### src/nqab_pkg.sv
// shared constants for the queue abort / deadline subcommand ends
package nqab_pkg;
    // command and device/head pattern
    localparam logic [7:0] NQAB_OPCODE          = 8'h63;
    localparam int         NQAB_DEVHEAD_ONE_BIT = 6;
    localparam int         NQAB_DEVHEAD_ZERO_BIT = 4;
    localparam logic [7:0] NQAB_DEVHEAD_VALUE   = 8'h40;
    // feature field layout, and tag position in count/sector fields
    localparam int         NQAB_SUBCMD_LSB = 0;
    localparam int         NQAB_TYPE_LSB   = 4;
    localparam int         NQAB_WSTRICT_BIT = 4;
    localparam int         NQAB_RSTRICT_BIT = 5;
    localparam int         NQAB_TAG_LSB    = 3;
    // subcommand codes
    localparam logic [3:0] NQAB_SUB_ABORT    = 4'h0;
    localparam logic [3:0] NQAB_SUB_DEADLINE = 4'h1;
    // abort types
    localparam logic [3:0] NQAB_ABORT_ALL       = 4'h0;
    localparam logic [3:0] NQAB_ABORT_STREAM    = 4'h1;
    localparam logic [3:0] NQAB_ABORT_NONSTREAM = 4'h2;
    localparam logic [3:0] NQAB_ABORT_SELECTED  = 4'h3;
    localparam logic [15:0] NQAB_TYPES_DEFAULT  = 16'h000f;
    // error and status byte bits
    localparam int         NQAB_ERR_ABORT_BIT = 2;
    localparam int         NQAB_ST_BUSY_BIT   = 7;
    localparam int         NQAB_ST_READY_BIT  = 6;
    localparam int         NQAB_ST_FAULT_BIT  = 5;
    localparam int         NQAB_ST_SEEK_BIT   = 4;
    localparam int         NQAB_ST_ERR_BIT    = 0;
    localparam logic [7:0] NQAB_STATUS_RESET  = 8'h50;
    // controller register offsets
    localparam logic [3:0] NQAB_REG_CMD    = 4'h0;
    localparam logic [3:0] NQAB_REG_EVENTS = 4'h4;
    localparam logic [3:0] NQAB_REG_MASK   = 4'h8;
    localparam logic [3:0] NQAB_REG_RESULT = 4'hc;
    // controller command word layout
    localparam int         NQAB_CW_FEAT_LSB = 0;
    localparam int         NQAB_CW_TAG_LSB  = 8;
    localparam int         NQAB_CW_TARGET_QUEUE_TAG_LSB = 16;
    // controller event bits
    localparam int         NQAB_EV_OK_BIT    = 0;
    localparam int         NQAB_EV_ABORT_BIT = 1;
    localparam logic [1:0] NQAB_MASK_RESET   = 2'h0;
endpackage : nqab_pkg

### src/nqab_link_if.sv
// command/completion link joining controller and drive ends
interface nqab_link_if;
    // command block from controller
    logic        cmd_valid;       // one-cycle issue strobe
    logic [7:0]  cmd_code;        // command opcode
    logic [7:0]  cmd_feature;     // current feature field
    logic [7:0]  cmd_count;       // current sector count field
    logic [7:0]  cmd_sector;      // current sector number field
    logic [7:0]  cmd_devhead;     // device/head field
    // answer from drive
    logic        dev_ready;       // drive can take a command
    logic        done_valid;      // one-cycle completion strobe
    logic        done_sdb;        // completion is a set device bits frame
    logic [31:0] queue_active_bits; // tags reported complete
    logic [7:0]  done_status;     // status byte
    logic [7:0]  done_error;      // error byte
    modport dev (input cmd_valid, cmd_code, cmd_feature, cmd_count, cmd_sector, cmd_devhead,
                 output dev_ready, done_valid, done_sdb, queue_active_bits, done_status, done_error);
    modport host (output cmd_valid, cmd_code, cmd_feature, cmd_count, cmd_sector, cmd_devhead,
                  input dev_ready, done_valid, done_sdb, queue_active_bits, done_status, done_error);
endinterface : nqab_link_if

### src/nqab_tag_select.sv
// picks which outstanding tags an abort type cancels
module nqab_tag_select
    import nqab_pkg::*;
(
    // request
    input  wire logic [3:0]  abort_type,
    input  wire logic [4:0]  target_queue_tag,
    // queue view
    input  wire logic [31:0] outstanding,
    input  wire logic [31:0] streaming,
    // result
    output logic      [31:0] cancel_mask
);
    // one selector per tag; unknown types cancel nothing
    for (genvar t = 0; t < 32; t++) begin : g_tag
        always_comb begin
            unique case (abort_type)
                NQAB_ABORT_ALL:       cancel_mask[t] = outstanding[t];
                NQAB_ABORT_STREAM:    cancel_mask[t] = outstanding[t] & streaming[t];
                NQAB_ABORT_NONSTREAM: cancel_mask[t] = outstanding[t] & ~streaming[t];
                NQAB_ABORT_SELECTED:  cancel_mask[t] = outstanding[t] &
                                                       (target_queue_tag == 5'(t));
                default:              cancel_mask[t] = 1'b0;
            endcase
        end
    end
endmodule // nqab_tag_select

### src/nqab_device.sv
// drive end: decodes and runs the queue abort and deadline subcommands
// Notes on behaviour
// - feature low nibble zero means abort
// - feature high nibble selects abort type
// - type zero cancels every outstanding command
// - type one cancels streaming commands only
// - type two cancels non-streaming commands only
// - type three cancels the target tag
// - target tag in sector number bits 7-3
// - own tag in count bits 7-3, unique
// - supported type completes successfully unless an abort rule below applies
// - success frame sets own and cancelled bits
// - abort if queuing disabled or type unsupported
// - abort if target equals own or invalid
// - subcommand one selects deadline handling
// - recognise opcode 63h, dev/head pattern
// - deadline bits make isochronous transfers strict
module nqab_device
    import nqab_pkg::*;
#(
    parameter logic [15:0] SUPPORTED_TYPES = NQAB_TYPES_DEFAULT  // abort types the queue log lists
)(
    // clock and reset
    input  wire logic        core_clk,
    input  wire logic        sys_rst,
    // link to controller
    nqab_link_if.dev         link,
    // view of the drive's command queue
    input  wire logic        ncq_enabled,
    input  wire logic [4:0]  max_queue_tag,
    input  wire logic [31:0] outstanding_tags,
    input  wire logic [31:0] streaming_tags,
    // actions towards the drive's queue
    output logic             cancel_strobe_q,
    output logic      [31:0] cancel_tags_q,
    output logic             write_deadline_strict_q,
    output logic             read_deadline_strict_q,
    // last result bytes
    output logic      [7:0]  command_error_bits_q,
    output logic      [7:0]  device_condition_bits_q
);
    typedef enum logic [0:0] {
        NQAB_IDLE = 1'b0,   // waiting for a command
        NQAB_EXEC = 1'b1    // command latched, outcome computed here
    } nqab_dev_state_type;

    nqab_dev_state_type state_q, state_d;   // sequencer state
    logic [7:0]  feature_q, feature_d;      // latched feature field
    logic [4:0]  own_tag_q, own_tag_d;      // this command's tag
    logic [4:0]  target_queue_tag_q, target_queue_tag_d;            // latched target tag
    logic        ready_q, ready_d;          // drives link ready
    logic        done_q, done_d;            // completion strobe
    logic        sdb_q, sdb_d;              // success frame flag
    logic [31:0] active_q, active_d;        // reported active bits
    logic        cancel_d;                  // next cancel strobe
    logic [31:0] cancel_tags_d;             // next cancel set
    logic        wstrict_d, rstrict_d;      // next deadline modes
    logic [7:0]  err_d, stat_d;             // next result bytes
    logic [31:0] sel_mask;                  // tags chosen by type
    logic        take;                      // command accepted now
    logic [3:0]  subcmd, abort_type;        // feature split
    logic        bad;                       // command fails

    // subcommand and abort type taken from the latched feature byte
    assign subcmd     = feature_q[NQAB_SUBCMD_LSB +: 4];
    assign abort_type = feature_q[NQAB_TYPE_LSB +: 4];

    // only the queue management opcode with the right device/head pattern
    assign take = (state_q == NQAB_IDLE) && link.cmd_valid && (link.cmd_code == NQAB_OPCODE)
                  && link.cmd_devhead[NQAB_DEVHEAD_ONE_BIT]
                  && !link.cmd_devhead[NQAB_DEVHEAD_ZERO_BIT];

    // tag selection per abort type
    nqab_tag_select u_select (
        .abort_type       (abort_type),
        .target_queue_tag (target_queue_tag_q),
        .outstanding      (outstanding_tags),
        .streaming        (streaming_tags),
        .cancel_mask      (sel_mask)
    );

    // failure decision; queue enable sampled at execution, one cycle after issue
    always_comb begin
        bad = !ncq_enabled;
        unique case (subcmd)
            NQAB_SUB_ABORT: begin
                if (!SUPPORTED_TYPES[abort_type]) begin
                    bad = 1'b1;
                end
                if (abort_type == NQAB_ABORT_SELECTED) begin
                    // target checked only for a selected abort
                    if (target_queue_tag_q == own_tag_q || target_queue_tag_q > max_queue_tag) begin
                        bad = 1'b1;
                    end
                end
            end
            NQAB_SUB_DEADLINE: begin
                bad = !ncq_enabled;
            end
            default: begin
                bad = 1'b1;   // no other subcommand exists here
            end
        endcase
    end

    // next values of the sequencer and its outputs
    always_comb begin
        state_d       = state_q;
        feature_d     = feature_q;
        own_tag_d     = own_tag_q;
        target_queue_tag_d        = target_queue_tag_q;
        ready_d       = ready_q;
        done_d        = 1'b0;
        sdb_d         = sdb_q;
        active_d      = active_q;
        cancel_d      = 1'b0;
        cancel_tags_d = cancel_tags_q;
        wstrict_d     = write_deadline_strict_q;
        rstrict_d     = read_deadline_strict_q;
        err_d         = command_error_bits_q;
        stat_d        = device_condition_bits_q;
        unique case (state_q)
            NQAB_IDLE: begin
                ready_d = 1'b1;   // idle drive takes commands
                if (take) begin
                    // latch the command block, go busy for one cycle
                    feature_d = link.cmd_feature;
                    own_tag_d = link.cmd_count[NQAB_TAG_LSB +: 5];
                    target_queue_tag_d    = link.cmd_sector[NQAB_TAG_LSB +: 5];
                    ready_d   = 1'b0;
                    state_d   = NQAB_EXEC;
                end
            end
            NQAB_EXEC: begin
                done_d  = 1'b1;
                ready_d = 1'b1;
                state_d = NQAB_IDLE;
                stat_d  = NQAB_STATUS_RESET;   // ready and seek set, busy/fault clear
                if (bad) begin
                    // failure: error register abort bit, status error bit
                    sdb_d    = 1'b0;
                    active_d = '0;
                    err_d    = 8'h00;
                    err_d[NQAB_ERR_ABORT_BIT] = 1'b1;
                    stat_d[NQAB_ST_ERR_BIT]   = 1'b1;
                end else begin
                    // success even when nothing matched
                    sdb_d    = 1'b1;
                    err_d    = 8'h00;
                    active_d = 32'h0000_0001 << own_tag_q;
                    if (subcmd == NQAB_SUB_ABORT) begin
                        active_d      = active_d | sel_mask;
                        cancel_d      = |sel_mask;
                        cancel_tags_d = sel_mask;
                    end else begin
                        // strict deadline modes for isochronous writes/reads
                        wstrict_d = feature_q[NQAB_WSTRICT_BIT];
                        rstrict_d = feature_q[NQAB_RSTRICT_BIT];
                    end
                end
            end
        endcase
    end

    // registers of the sequencer
    always_ff @(posedge core_clk) begin
        if (sys_rst) begin
            state_q                 <= NQAB_IDLE;
            feature_q               <= 8'h00;
            own_tag_q               <= 5'h00;
            target_queue_tag_q                  <= 5'h00;
            ready_q                 <= 1'b0;
            done_q                  <= 1'b0;
            sdb_q                   <= 1'b0;
            active_q                <= 32'h0000_0000;
            cancel_strobe_q         <= 1'b0;
            cancel_tags_q           <= 32'h0000_0000;
            write_deadline_strict_q <= 1'b0;
            read_deadline_strict_q  <= 1'b0;
            command_error_bits_q    <= 8'h00;
            device_condition_bits_q <= NQAB_STATUS_RESET;
        end else begin
            state_q                 <= state_d;
            feature_q               <= feature_d;
            own_tag_q               <= own_tag_d;
            target_queue_tag_q                  <= target_queue_tag_d;
            ready_q                 <= ready_d;
            done_q                  <= done_d;
            sdb_q                   <= sdb_d;
            active_q                <= active_d;
            cancel_strobe_q         <= cancel_d;
            cancel_tags_q           <= cancel_tags_d;
            write_deadline_strict_q <= wstrict_d;
            read_deadline_strict_q  <= rstrict_d;
            command_error_bits_q    <= err_d;
            device_condition_bits_q <= stat_d;
        end
    end

    // link outputs straight from flops
    assign link.dev_ready         = ready_q;
    assign link.done_valid        = done_q;
    assign link.done_sdb          = sdb_q;
    assign link.queue_active_bits = active_q;
    assign link.done_status       = device_condition_bits_q;
    assign link.done_error        = command_error_bits_q;
endmodule // nqab_device

### src/flat_wrapper.sv
// flat-port wrapper written by rule: the top's interface ports become plain ports
module nqab_device_flat import nqab_pkg::*;
#(
    parameter logic [15:0] SUPPORTED_TYPES = NQAB_TYPES_DEFAULT                                    
)
  (core_clk, sys_rst, ncq_enabled, max_queue_tag, outstanding_tags, streaming_tags, cancel_strobe_q, cancel_tags_q, write_deadline_strict_q, read_deadline_strict_q, command_error_bits_q, device_condition_bits_q, link_cmd_valid, link_cmd_code, link_cmd_feature, link_cmd_count, link_cmd_sector, link_cmd_devhead, link_dev_ready, link_done_valid, link_done_sdb, link_queue_active_bits, link_done_status, link_done_error);
  nqab_link_if link_i ();
  input  wire logic core_clk;
  input  wire logic sys_rst;
  input  wire logic ncq_enabled;
  input  wire logic [4:0] max_queue_tag;
  input  wire logic [31:0] outstanding_tags;
  input  wire logic [31:0] streaming_tags;
  output logic cancel_strobe_q;
  output logic      [31:0] cancel_tags_q;
  output logic write_deadline_strict_q;
  output logic read_deadline_strict_q;
  output logic      [7:0] command_error_bits_q;
  output logic      [7:0] device_condition_bits_q;
  input wire logic [$bits(link_i.cmd_valid)-1:0] link_cmd_valid;
  input wire logic [$bits(link_i.cmd_code)-1:0] link_cmd_code;
  input wire logic [$bits(link_i.cmd_feature)-1:0] link_cmd_feature;
  input wire logic [$bits(link_i.cmd_count)-1:0] link_cmd_count;
  input wire logic [$bits(link_i.cmd_sector)-1:0] link_cmd_sector;
  input wire logic [$bits(link_i.cmd_devhead)-1:0] link_cmd_devhead;
  output wire logic [$bits(link_i.dev_ready)-1:0] link_dev_ready;
  output wire logic [$bits(link_i.done_valid)-1:0] link_done_valid;
  output wire logic [$bits(link_i.done_sdb)-1:0] link_done_sdb;
  output wire logic [$bits(link_i.queue_active_bits)-1:0] link_queue_active_bits;
  output wire logic [$bits(link_i.done_status)-1:0] link_done_status;
  output wire logic [$bits(link_i.done_error)-1:0] link_done_error;
  assign link_i.cmd_valid = link_cmd_valid;
  assign link_i.cmd_code = link_cmd_code;
  assign link_i.cmd_feature = link_cmd_feature;
  assign link_i.cmd_count = link_cmd_count;
  assign link_i.cmd_sector = link_cmd_sector;
  assign link_i.cmd_devhead = link_cmd_devhead;
  assign link_dev_ready = link_i.dev_ready;
  assign link_done_valid = link_i.done_valid;
  assign link_done_sdb = link_i.done_sdb;
  assign link_queue_active_bits = link_i.queue_active_bits;
  assign link_done_status = link_i.done_status;
  assign link_done_error = link_i.done_error;
  nqab_device #(.SUPPORTED_TYPES(SUPPORTED_TYPES)) u_core (.core_clk(core_clk), .sys_rst(sys_rst), .link(link_i), .ncq_enabled(ncq_enabled), .max_queue_tag(max_queue_tag), .outstanding_tags(outstanding_tags), .streaming_tags(streaming_tags), .cancel_strobe_q(cancel_strobe_q), .cancel_tags_q(cancel_tags_q), .write_deadline_strict_q(write_deadline_strict_q), .read_deadline_strict_q(read_deadline_strict_q), .command_error_bits_q(command_error_bits_q), .device_condition_bits_q(device_condition_bits_q));
endmodule
### config.mk
export PLATFORM = sky130hd
export DESIGN_NAME = nqab_device_flat
export DESIGN_NICKNAME = d
export VERILOG_FILES = /design/src/nqab_pkg.sv /design/src/nqab_link_if.sv /design/src/nqab_tag_select.sv /design/src/nqab_device.sv /design/src/flat_wrapper.sv
export SDC_FILE = /design/constraint.sdc
export NUM_CORES = 1
export LEC_CHECK = 0
export BUFFER_PORTS_ARGS = -buffer_cell sky130_fd_sc_hd__clkbuf_2
export CORE_MARGIN = 3
export CORE_UTILIZATION = 40
export DETAILED_ROUTE_END_ITERATION = 12
export PLACE_DENSITY = 0.68
export SLEW_MARGIN = 5
export SYNTH_ARGS = -nofsm -noshare
export SYNTH_HDL_FRONTEND = slang
export SYNTH_SLANG_ARGS = --single-unit
### constraint.sdc
create_clock -name core_clk -period 3.25 [get_ports core_clk]
set_input_delay 0.65 -clock core_clk [delete_from_list [all_inputs] [get_ports core_clk]]
set_output_delay 0.65 -clock core_clk [all_outputs]
set_load 0.005 [all_outputs]
==> results of run 1 <==
## metal layers
layer  global-route usage  up-vias  wire, um
met2                0.345      254      7560
li1                     -     2405         -
met1                0.303     2347      7620
met3               0.0673       34      1560
met5                    0        -         0
met4               0.0903        0       508
## power by group through the flow
stage | clock network (mW) | registers [mW] | logic, mW
finish | 0.987 | 1.12 | 0.207
global route | 1.04 | 1.12 | 0.222
CTS | 1.00 | 1.12 | 0.202
detailed placement | 0 | 1.14 | 0.201
global placement | 0 | 1.14 | 0.199
floorplan | 0 | 1.14 | 0.117
## sequential cells by signal, indices dropped and copies added (netlist names), named ones only
name,cells
u_core.target_queue_tag_q,5
u_core.write_deadline_strict_q,1
u_core.cancel_strobe_q,1
u_core.cancel_tags_q,32
u_core.feature_q,8
u_core.link.dev_ready,1
u_core.state_q,1
u_core.read_deadline_strict_q,1
u_core.link.done_sdb,1
u_core.command_error_bits_q,1
u_core.link.queue_active_bits,32
u_core.link.done_valid,1
u_core.own_tag_q,5
## layout make-up
class | count | area, sq um | share of cell area
multi-input cells | 449 | 3160 | 0.487
flip-flops and latches | 91 | 1820 | 0.281
repair buffers | 189 | 983 | 0.152
clock buffers | 12 | 256 | 0.0396
well taps | 172 | 215 | 0.0332
clock inverters | 4 | 25.0 | 0.00386
inverters | 5 | 18.8 | 0.00290
## Yosys cell counts, drive strengths merged, types with 3 or more instances
library cell  number  area [sq um]
mux2i             47           470
a32o              15           150
inv                5          18.8
nand2b             6          37.5
ha                 5          62.6
a21oi              4          23.8
a41o               4          40.0
nand3             14          75.1
buf               56           392
xnor2              4          35.0
nor2b             36           225
nor3              14          85.1
o211ai             9          67.6
o21ai             19          95.1
dfxtp             91          1820
nand2             43           161
nand3b             5          37.5
nor2              61           229
mux2              35           507
a41oi             15           131
nor4               3          33.8
clkbuf            27           101
nand4              9          56.3
o31ai              4          40.0
o22ai             32           200
and3              18           113
## kinds of logic (layout without fill, tap and decap cells)
logic type,count (synthesis),after routing
mux,82,82
buf+inv,88,210
fa+ha+maj,5,5
simple gates,219,219
flops,91,91
xor+xnor,5,5
compound gates,110,110
other cells,2,28
## metrics by stage
stage	cells	setup slack, ns	hold slack (ns)	total power, mW
after floorplan	628	0.766	0.449	1.26
after CTS	922	0.594	0.457	2.32
after detailed placement	906	0.429	0.443	1.34
after global routing	922	0.364	0.489	2.38
after global placement	906	0.481	0.444	1.34
final	922	0.567	0.454	2.31
## worst max-delay path by stage
| stage | startpoint | end | slack (ns) |
|---|---|---|---|
| after floorplan | max_queue_tag[1] | u_core.cancel_tags_q[0] | 0.77 |
| after global placement | max_queue_tag[1] | u_core.cancel_tags_q[21] | 0.48 |
| after detailed placement | max_queue_tag[1] | u_core.cancel_tags_q[15] | 0.43 |
| after CTS | u_core.feature_q[4] | u_core.cancel_strobe_q | 0.59 |
| after global routing | u_core.feature_q[4] | u_core.cancel_strobe_q | 0.36 |
| final | u_core.feature_q[4] | u_core.cancel_strobe_q | 0.57 |
## worst max-delay path: cells and delay by family (launching register included)
kind | cells | cell delay, ns
and+or+nand+nor | 4 | 0.85
DFF | 1 | 0.74
AOI/OAI and AO/OA | 2 | 0.73
buffers and inverters | 1 | 0.24
==> flow_results.org, run 1 <==
** Routing
- Detailed Routing Iterations Pass 1 :: 4
- Number of DRC markers after the initial detailed-route iteration :: 375
- Using the TritonRoute via totals, the vias-per-cell ratio works out to 5.47.
- Antenna viol nets, final :: 0
- After detailed routing, the average wire length per cell comes to 18.7 um.
- Post-route DRC violation count :: 0
- For this block, the via count after detailed routing is 5,040.
- The routed design has 17,300 um of wire.

** Floorplanning
- Die area :: 0.0149 sq mm
- For this configuration, the core starts out at a cell density of 0.419.
- The total area inside the core boundary comes to 0.0129 sq mm.
- For this design the top-level I/O count stands at 215.
- Die Span X :: 122 um
- The floorplan has 41 rows.
- Vertical extent of the die :: 122 um

** Placement
- During placement, the flow inserted port buffers numbering 174.
- Final HPWL DP :: 13,400 um
- Summing all placed instances gives a cell area of 0.00620 sq mm.
- Routability Congestion :: 0.931

** Power and ir drop
- Part of the power in the clock network :: 0.427
- Power spread over the standard cell area amounts to 356 mW/mm^2.
- Cell internal power dissipation :: 1.76 mW
- Of the total power, the share spent switching nets is 0.238.
- In this run the static leakage power is 3.06 nW.
- The analysis attributes to net switching a power of 0.550 mW.
- Of the total power, registers draw 0.483.
- Fraction of power consumed by combinational cells :: 0.089
- Worst IR drop on VDD :: 0.227 mV

** Min path
- Worst hold path stage count :: 2
- Beginning of the worst hold path :: u_core.link.queue_active_bits[21]
- Endpoint of the worst hold path :: u_core.link.queue_active_bits[21]
- The min-delay analysis places its worst path in the category flop to flop.

** STA
- Unrepaired setup endpoints after global routing :: false
- The worst pin sits at a relative slew slack of 0.141.
- Worst Max-Slew Pin Slew :: 1.29 ns
- Setup violations remaining at the end of the flow were counted as 0.
- Fin crit share :: 0.826
- Max-slew violation count :: 0
- Max Clock Freq :: 373 MHz
- Clock skew on the completed layout was measured at 0.00566 ns.
- Final total negative setup slack :: 0 ns
- The smallest clock period supported by the final layout is computed as 2.68 ns.
- Hold Vio Cnt, Final :: 0

** Worst setup path
- Worst Path Class, Setup :: flop to flop
- Traced cell by cell, the critical path runs through nand4bb_1 > buf_4 > nor3_2 > a41oi_1 > nand4_1 > nor4_1 > a2111oi_2.
- Critical R2R Launch :: u_core.feature_q[4]
- Maximum net fanout on the critical path :: 19
- Cell with the largest stage delay on the worst path :: dfxtp_1
- Setup slack on the worst reg-to-reg path comes out at 0.57 ns.
- The worst setup path is captured at a flop.
- Arrival time of data at the critical path endpoint :: 2.91 ns
- Critical Path Source Type :: flop
- For the worst flop-to-flop path, the logic depth is 7.
- Data required time at the worst endpoint :: 3.48 ns
- End of the worst register-to-register path :: u_core.cancel_strobe_q
- Slowest Stage Delay on Critical Path :: 0.74 ns

** Clocking
- Maximum number of buffers from clock root to sink :: 2
- The number of gates resized after CTS was 0.
- The H-tree was split into 3 levels.
- Clock latency on the worst-skew pair :: 0.35 ns
- Number of setup buffers added after CTS :: 0
- CTS placed an instance of clkbuf_16 at the clock tree root.
- Counting the buffers created by CTS gives 9.
- TritonCTS built the clock tree.
- Total clock sinks :: 91
- For this design, the CTS-stage hold fixing added 0 buffers.
- Clock transition at the register clock pins on the worst setup and hold paths after CTS :: 0.06 ns

** Logic synthesis
- Main synth FF type :: dfxtp_1
- Fraction of synthesized area in multiplexers :: 0.181
- After technology mapping, the gate count stands at 602.
- #FFs+latches synth :: 91
- The share of the Yosys chip area taken by registers is 0.338.
- Warnings, synthesis :: 0
- Of the total synthesized cell area, the portion taken by full adders, half adders and majority gates is 0.0116.
- Of the total synthesized cell area, the portion taken by XOR and XNOR cells is 0.00813.
- The average instance in the mapped netlist occupies 8.95 sq um.
- For this run, asynchronously set or reset flops after synthesis account for 0.
- Of the total synthesized cell area, the portion taken by AND, OR, NAND and NOR gates is 0.212.
- Area of the mapped netlist :: 0.00539 sq mm
- The complex-gate fraction of the synthesized area came to 0.152.
- In this run, distinct cell masters in the synthesized netlist total 53.
- Count of flip-flops with a built-in enable after synthesis :: 0
- By area, the combinational part of the netlist is dominated by simple AND/OR/NAND/NOR gates.

** Cells and area
- The repair_antennas step left the layout with diodes totalling 0.
- Post-route cell area :: 0.00648 sq mm
- The area growth from synthesis to layout is 20.2%.
- For this run, the share of the core covered by cells in the final layout is 0.503.
- Most common cell after layout, fill and taps aside :: clkbuf_2
- Most frequent cells in the layout :: clkbuf_2 (174), dfxtp_1 (91), nor2_1 (59), mux2i_1 (47), nand2_1 (43)
- Fill cells in the final layout number 1,218.
- Share of layout cells above drive strength 1 :: 0.339
- The final layout contains 863 nets.

** Global routing
- Entering global routing, the biggest net connects 55 pins.
- The number of antenna violations at the first check in global routing is 0.
- Via count of the first global-routing pass :: 4,827
- Total overflow reported by the global router :: 0
- For this run, the total global-route usage over all layers was measured as 0.227.
- Global-route wire length before repair :: 25,900 um

** Job
- The tool flagged a number of max-cap violations equal to 0.

** Outcome
- The run finished with clean final reports.
Note: power is estimated with default switching activity, not from simulation.
==> inputs of run 2 (changes only) <==
Settings changed: PLACE_DENSITY 0.68 to 0.71.
Clock period 3.25 ns to 2.32 ns, I/O delays scaled along.
==> run 2 against run 1 <==
  * First-iteration DRC count is 37% higher
  * Highest routed layer unchanged
  * Clock skew is 0.0029 ns higher
  * Register-to-register slack got worse by 0.44 ns
  * Via count grew 1.5%
  * Sequential power rose by 39%
==> flow_results.org, run 2 (same netlist as run 1, synthesis figures left out) <==
** Worst setup path
- Data required time at the worst endpoint :: 2.56 ns (-0.92 ns)
- STA classifies the critical path endpoint as a flop.
- Worst Path Class, Setup :: flop to flop
- Critical Path Source Type :: flop
- The buffers plus inverters on the worst setup path was 2 (+1).
- The largest individual stage delay along the critical path comes from the cell dfxtp_1.
- Among the stages of the critical path, the cell type that occurs most often is o21a_1.
- Arrival time of data at the critical path endpoint :: 2.43 ns (-0.48 ns)
- Slowest Stage Delay on Critical Path :: 0.32 ns (-0.42 ns)
- Sequence of cells on the critical path :: ha_1 > nor2b_1 > o21a_1 > o21a_1 > o31ai_2 > buf_4 > nand3_2 > buf_12 > mux2_4
- Maximum net fanout on the critical path :: 32 (+13)
- Kind of cell adding the most delay to the critical path :: compound AO/OA/AOI/OAI gates

** Cells and area
- Number of nets in the layout :: 894 (+3.6%)
- Most common cell after layout, fill and taps aside :: clkbuf_2
- N_diodes :: 0 (unchanged)
- Synthesis-to-finish area growth :: 26.9%
- The number of inserted filler cells in the final layout came to 1,214 (-0.33%).
- Share of layout cells above drive strength 1 :: 0.366 (+0.0275)
- The number of standard cells in the final layout excluding fillers was 953 (+3.4%).
- Most frequent cells in the layout :: clkbuf_2 (174), dfxtp_1 (91), nor2_1 (59), mux2i_1 (47), nand2_1 (43)

** Floorplanning
- The placeable core region is 0.0129 sq mm (unchanged).
- The full die area came to 0.0149 sq mm (unchanged).
- The horizontal die dimension is 122 um (unchanged).
- Starting Density :: 0.419 (unchanged)
- Vertical extent of the die :: 122 um (unchanged)
- Standard-cell row count :: 41 (unchanged)
- Number of placed I/O pins :: 215 (unchanged)

** Power and ir drop
- The clock share of power was 0.464 (+0.037).
- Fraction of power consumed by combinational cells :: 0.090 (about the same)
- The worst ir drop on vdd is 0.315 mV (+38%).
- Switching Power :: 0.816 mW (+48%)
- The static leakage is 3.28 nW (+7.1%).
- The share of total power in sequential cells is 0.446 (-0.037).
- Pwr Total :: 3.51 mW (+52%)
- The power density over the cells was 513 mW/mm^2 (+44%).
- Cell internal power dissipation :: 2.69 mW (+53%)
- The switching part of the total is 0.233 (-0.00528).

** Job
- Max_cap viols :: 0 (unchanged)

** STA
- The share of the cycle needed by the critical path after routing was 0.945 (+0.120).
- Max-slew violation count :: 0 (unchanged)
- The top achievable clock speed came to 456 MHz (+22%).
- Unrepaired setup endpoints after global routing :: false
- The worst hold-check slack was 0.341 ns (-0.113 ns).
- The final number of setup-violating endpoints is 0 (unchanged).
- The transition time at the pin with the least slew margin is 0.597 ns (-0.690 ns).
- Worst slew margin :: 0.602 (+0.461)
- Clock Skew :: 0.00853 ns (+0.00287 ns)
- The shortest period the worst path allows is 2.19 ns (-0.490 ns).
- Hold Vio Cnt, Final :: 0 (unchanged)

** Outcome
- Outcome :: completed

** Placement
- Final HPWL DP :: 13,500 um (+0.48%)
- The count of placed standard cells including taps came to 937 (+3.4%).
- Routability Congestion :: 0.981 (+5.4%)
- Number of input and output port buffers inserted :: 174 (unchanged)

** Clocking
- The count of clock tree sinks was 91 (unchanged).
- The quantity of hold-fixing buffers added after cts came to 0 (unchanged).
- TritonCTS Buffers :: 9 (unchanged)
- TritonCTS built the clock tree.
- The number of gates resized after cts was 0 (unchanged).
- Clock transition at the register clock pins on the worst setup and hold paths after CTS :: 0.07 ns (about the same)
- The buffer levels on the longest clock path came to 2 (unchanged).
- The clock latency on the worst-skew pair was 0.35 ns (about the same).
- Maximum level of the CTS H-tree :: 3 (unchanged)
- Root buffer selected by CTS :: clkbuf_16
- Number of setup buffers added after CTS :: 0 (unchanged)

** Global routing
- Via count of the first global-routing pass :: 4,729 (-2.0%)
- GRT Util Overall :: 0.229 (+0.00164)
- The wire length of the first global-routing pass was 25,900 um (-0.16%).
- Total overflow reported by the global router :: 0 (unchanged)
- Pin count of the biggest net entering global routing :: 49 (-11%)
- Initial antenna violation count :: 0 (unchanged)

** Routing
- The number of DRC violations after detailed routing came to 0 (unchanged).
- The first-pass detailed-route iteration total came to 6 (+2).
- The detailed-route wire length per cell is 18.1 um (-3.1%).
- Number of DRC markers after the initial detailed-route iteration :: 514 (+37%)
- The detailed-route vias per instance came to 5.37 (-1.8%).
- Vias after detailed routing :: 5,117 (+1.5%)
- Aggregate routed wire length :: 17,300 um (+0.12%)
- Antenna viol nets, final :: 0 (unchanged)

** Min path
- The min-delay analysis places its worst path in the category input port to flop.
## run 2: layer usage
metal	share of wire	GRT usage
met1	0.43	0.314
met2	0.43	0.336
met3	0.10	0.0655
met4	0.032	0.0987
met5	0	0
## run 2: metrics by stage
step                area [sq um]  utilization  worst slack, ns  setup TNS [ns]
detailed placement          6500        0.505           -0.135           -5.32
finish                      6840        0.531            0.127               0
global placement            6500        0.505          -0.0931           -3.21
floorplan                   5490            -           0.0222               0
global route                6840        0.531           0.0144               0
CTS                         6840        0.531            0.130               0
## run 2: layout make-up
| cell class | count | area, sq um | share of cell area |
|---|---|---|---|
| Sequential cell | 91 | 1820 | 0.266 |
| Clock inverter | 6 | 95.1 | 0.0139 |
| Multi-Input combinational cell | 449 | 3160 | 0.462 |
| Tap cell | 172 | 215 | 0.0315 |
| Timing Repair Buffer | 220 | 1290 | 0.189 |
| Inverter | 5 | 18.8 | 0.00274 |
| Clock buffer | 10 | 239 | 0.0349 |
## run 2: worst paths after layout
path                                       endpoint  depth (start not counted)  slack, ns                              start
setup / recovery            u_core.cancel_tags_q[5]                          9       0.13       u_core.target_queue_tag_q[1]
hold reg to reg   u_core.link.queue_active_bits[23]                          2       0.45  u_core.link.queue_active_bits[23]
setup reg to reg            u_core.cancel_tags_q[5]                          9       0.13       u_core.target_queue_tag_q[1]
hold / removal         u_core.target_queue_tag_q[1]                          3       0.34                 link_cmd_sector[4]
## run 2: power by group through the flow
stage	sequential [mW]	combinational, mW	clock [mW]
2_1_floorplan	1.60	0.163	0
3_3_place_gp	1.60	0.312	0
3_5_place_dp	1.60	0.309	0
4_1_cts	1.56	0.311	1.65
5_1_grt	1.56	0.340	1.71
6_report	1.56	0.317	1.63
## run 2: worst register-to-register path, delay by kind of cell, from the launching register on
kind                     cells  cell delay (ns)
flip-flops                   1             0.32
buffers and inverters        2             0.35
AO/OA/AOI/OAI                3             0.53
adder cells (fa/ha/maj)      1             0.29
AND/OR/NAND/NOR              2             0.23
multiplexers                 1             0.36
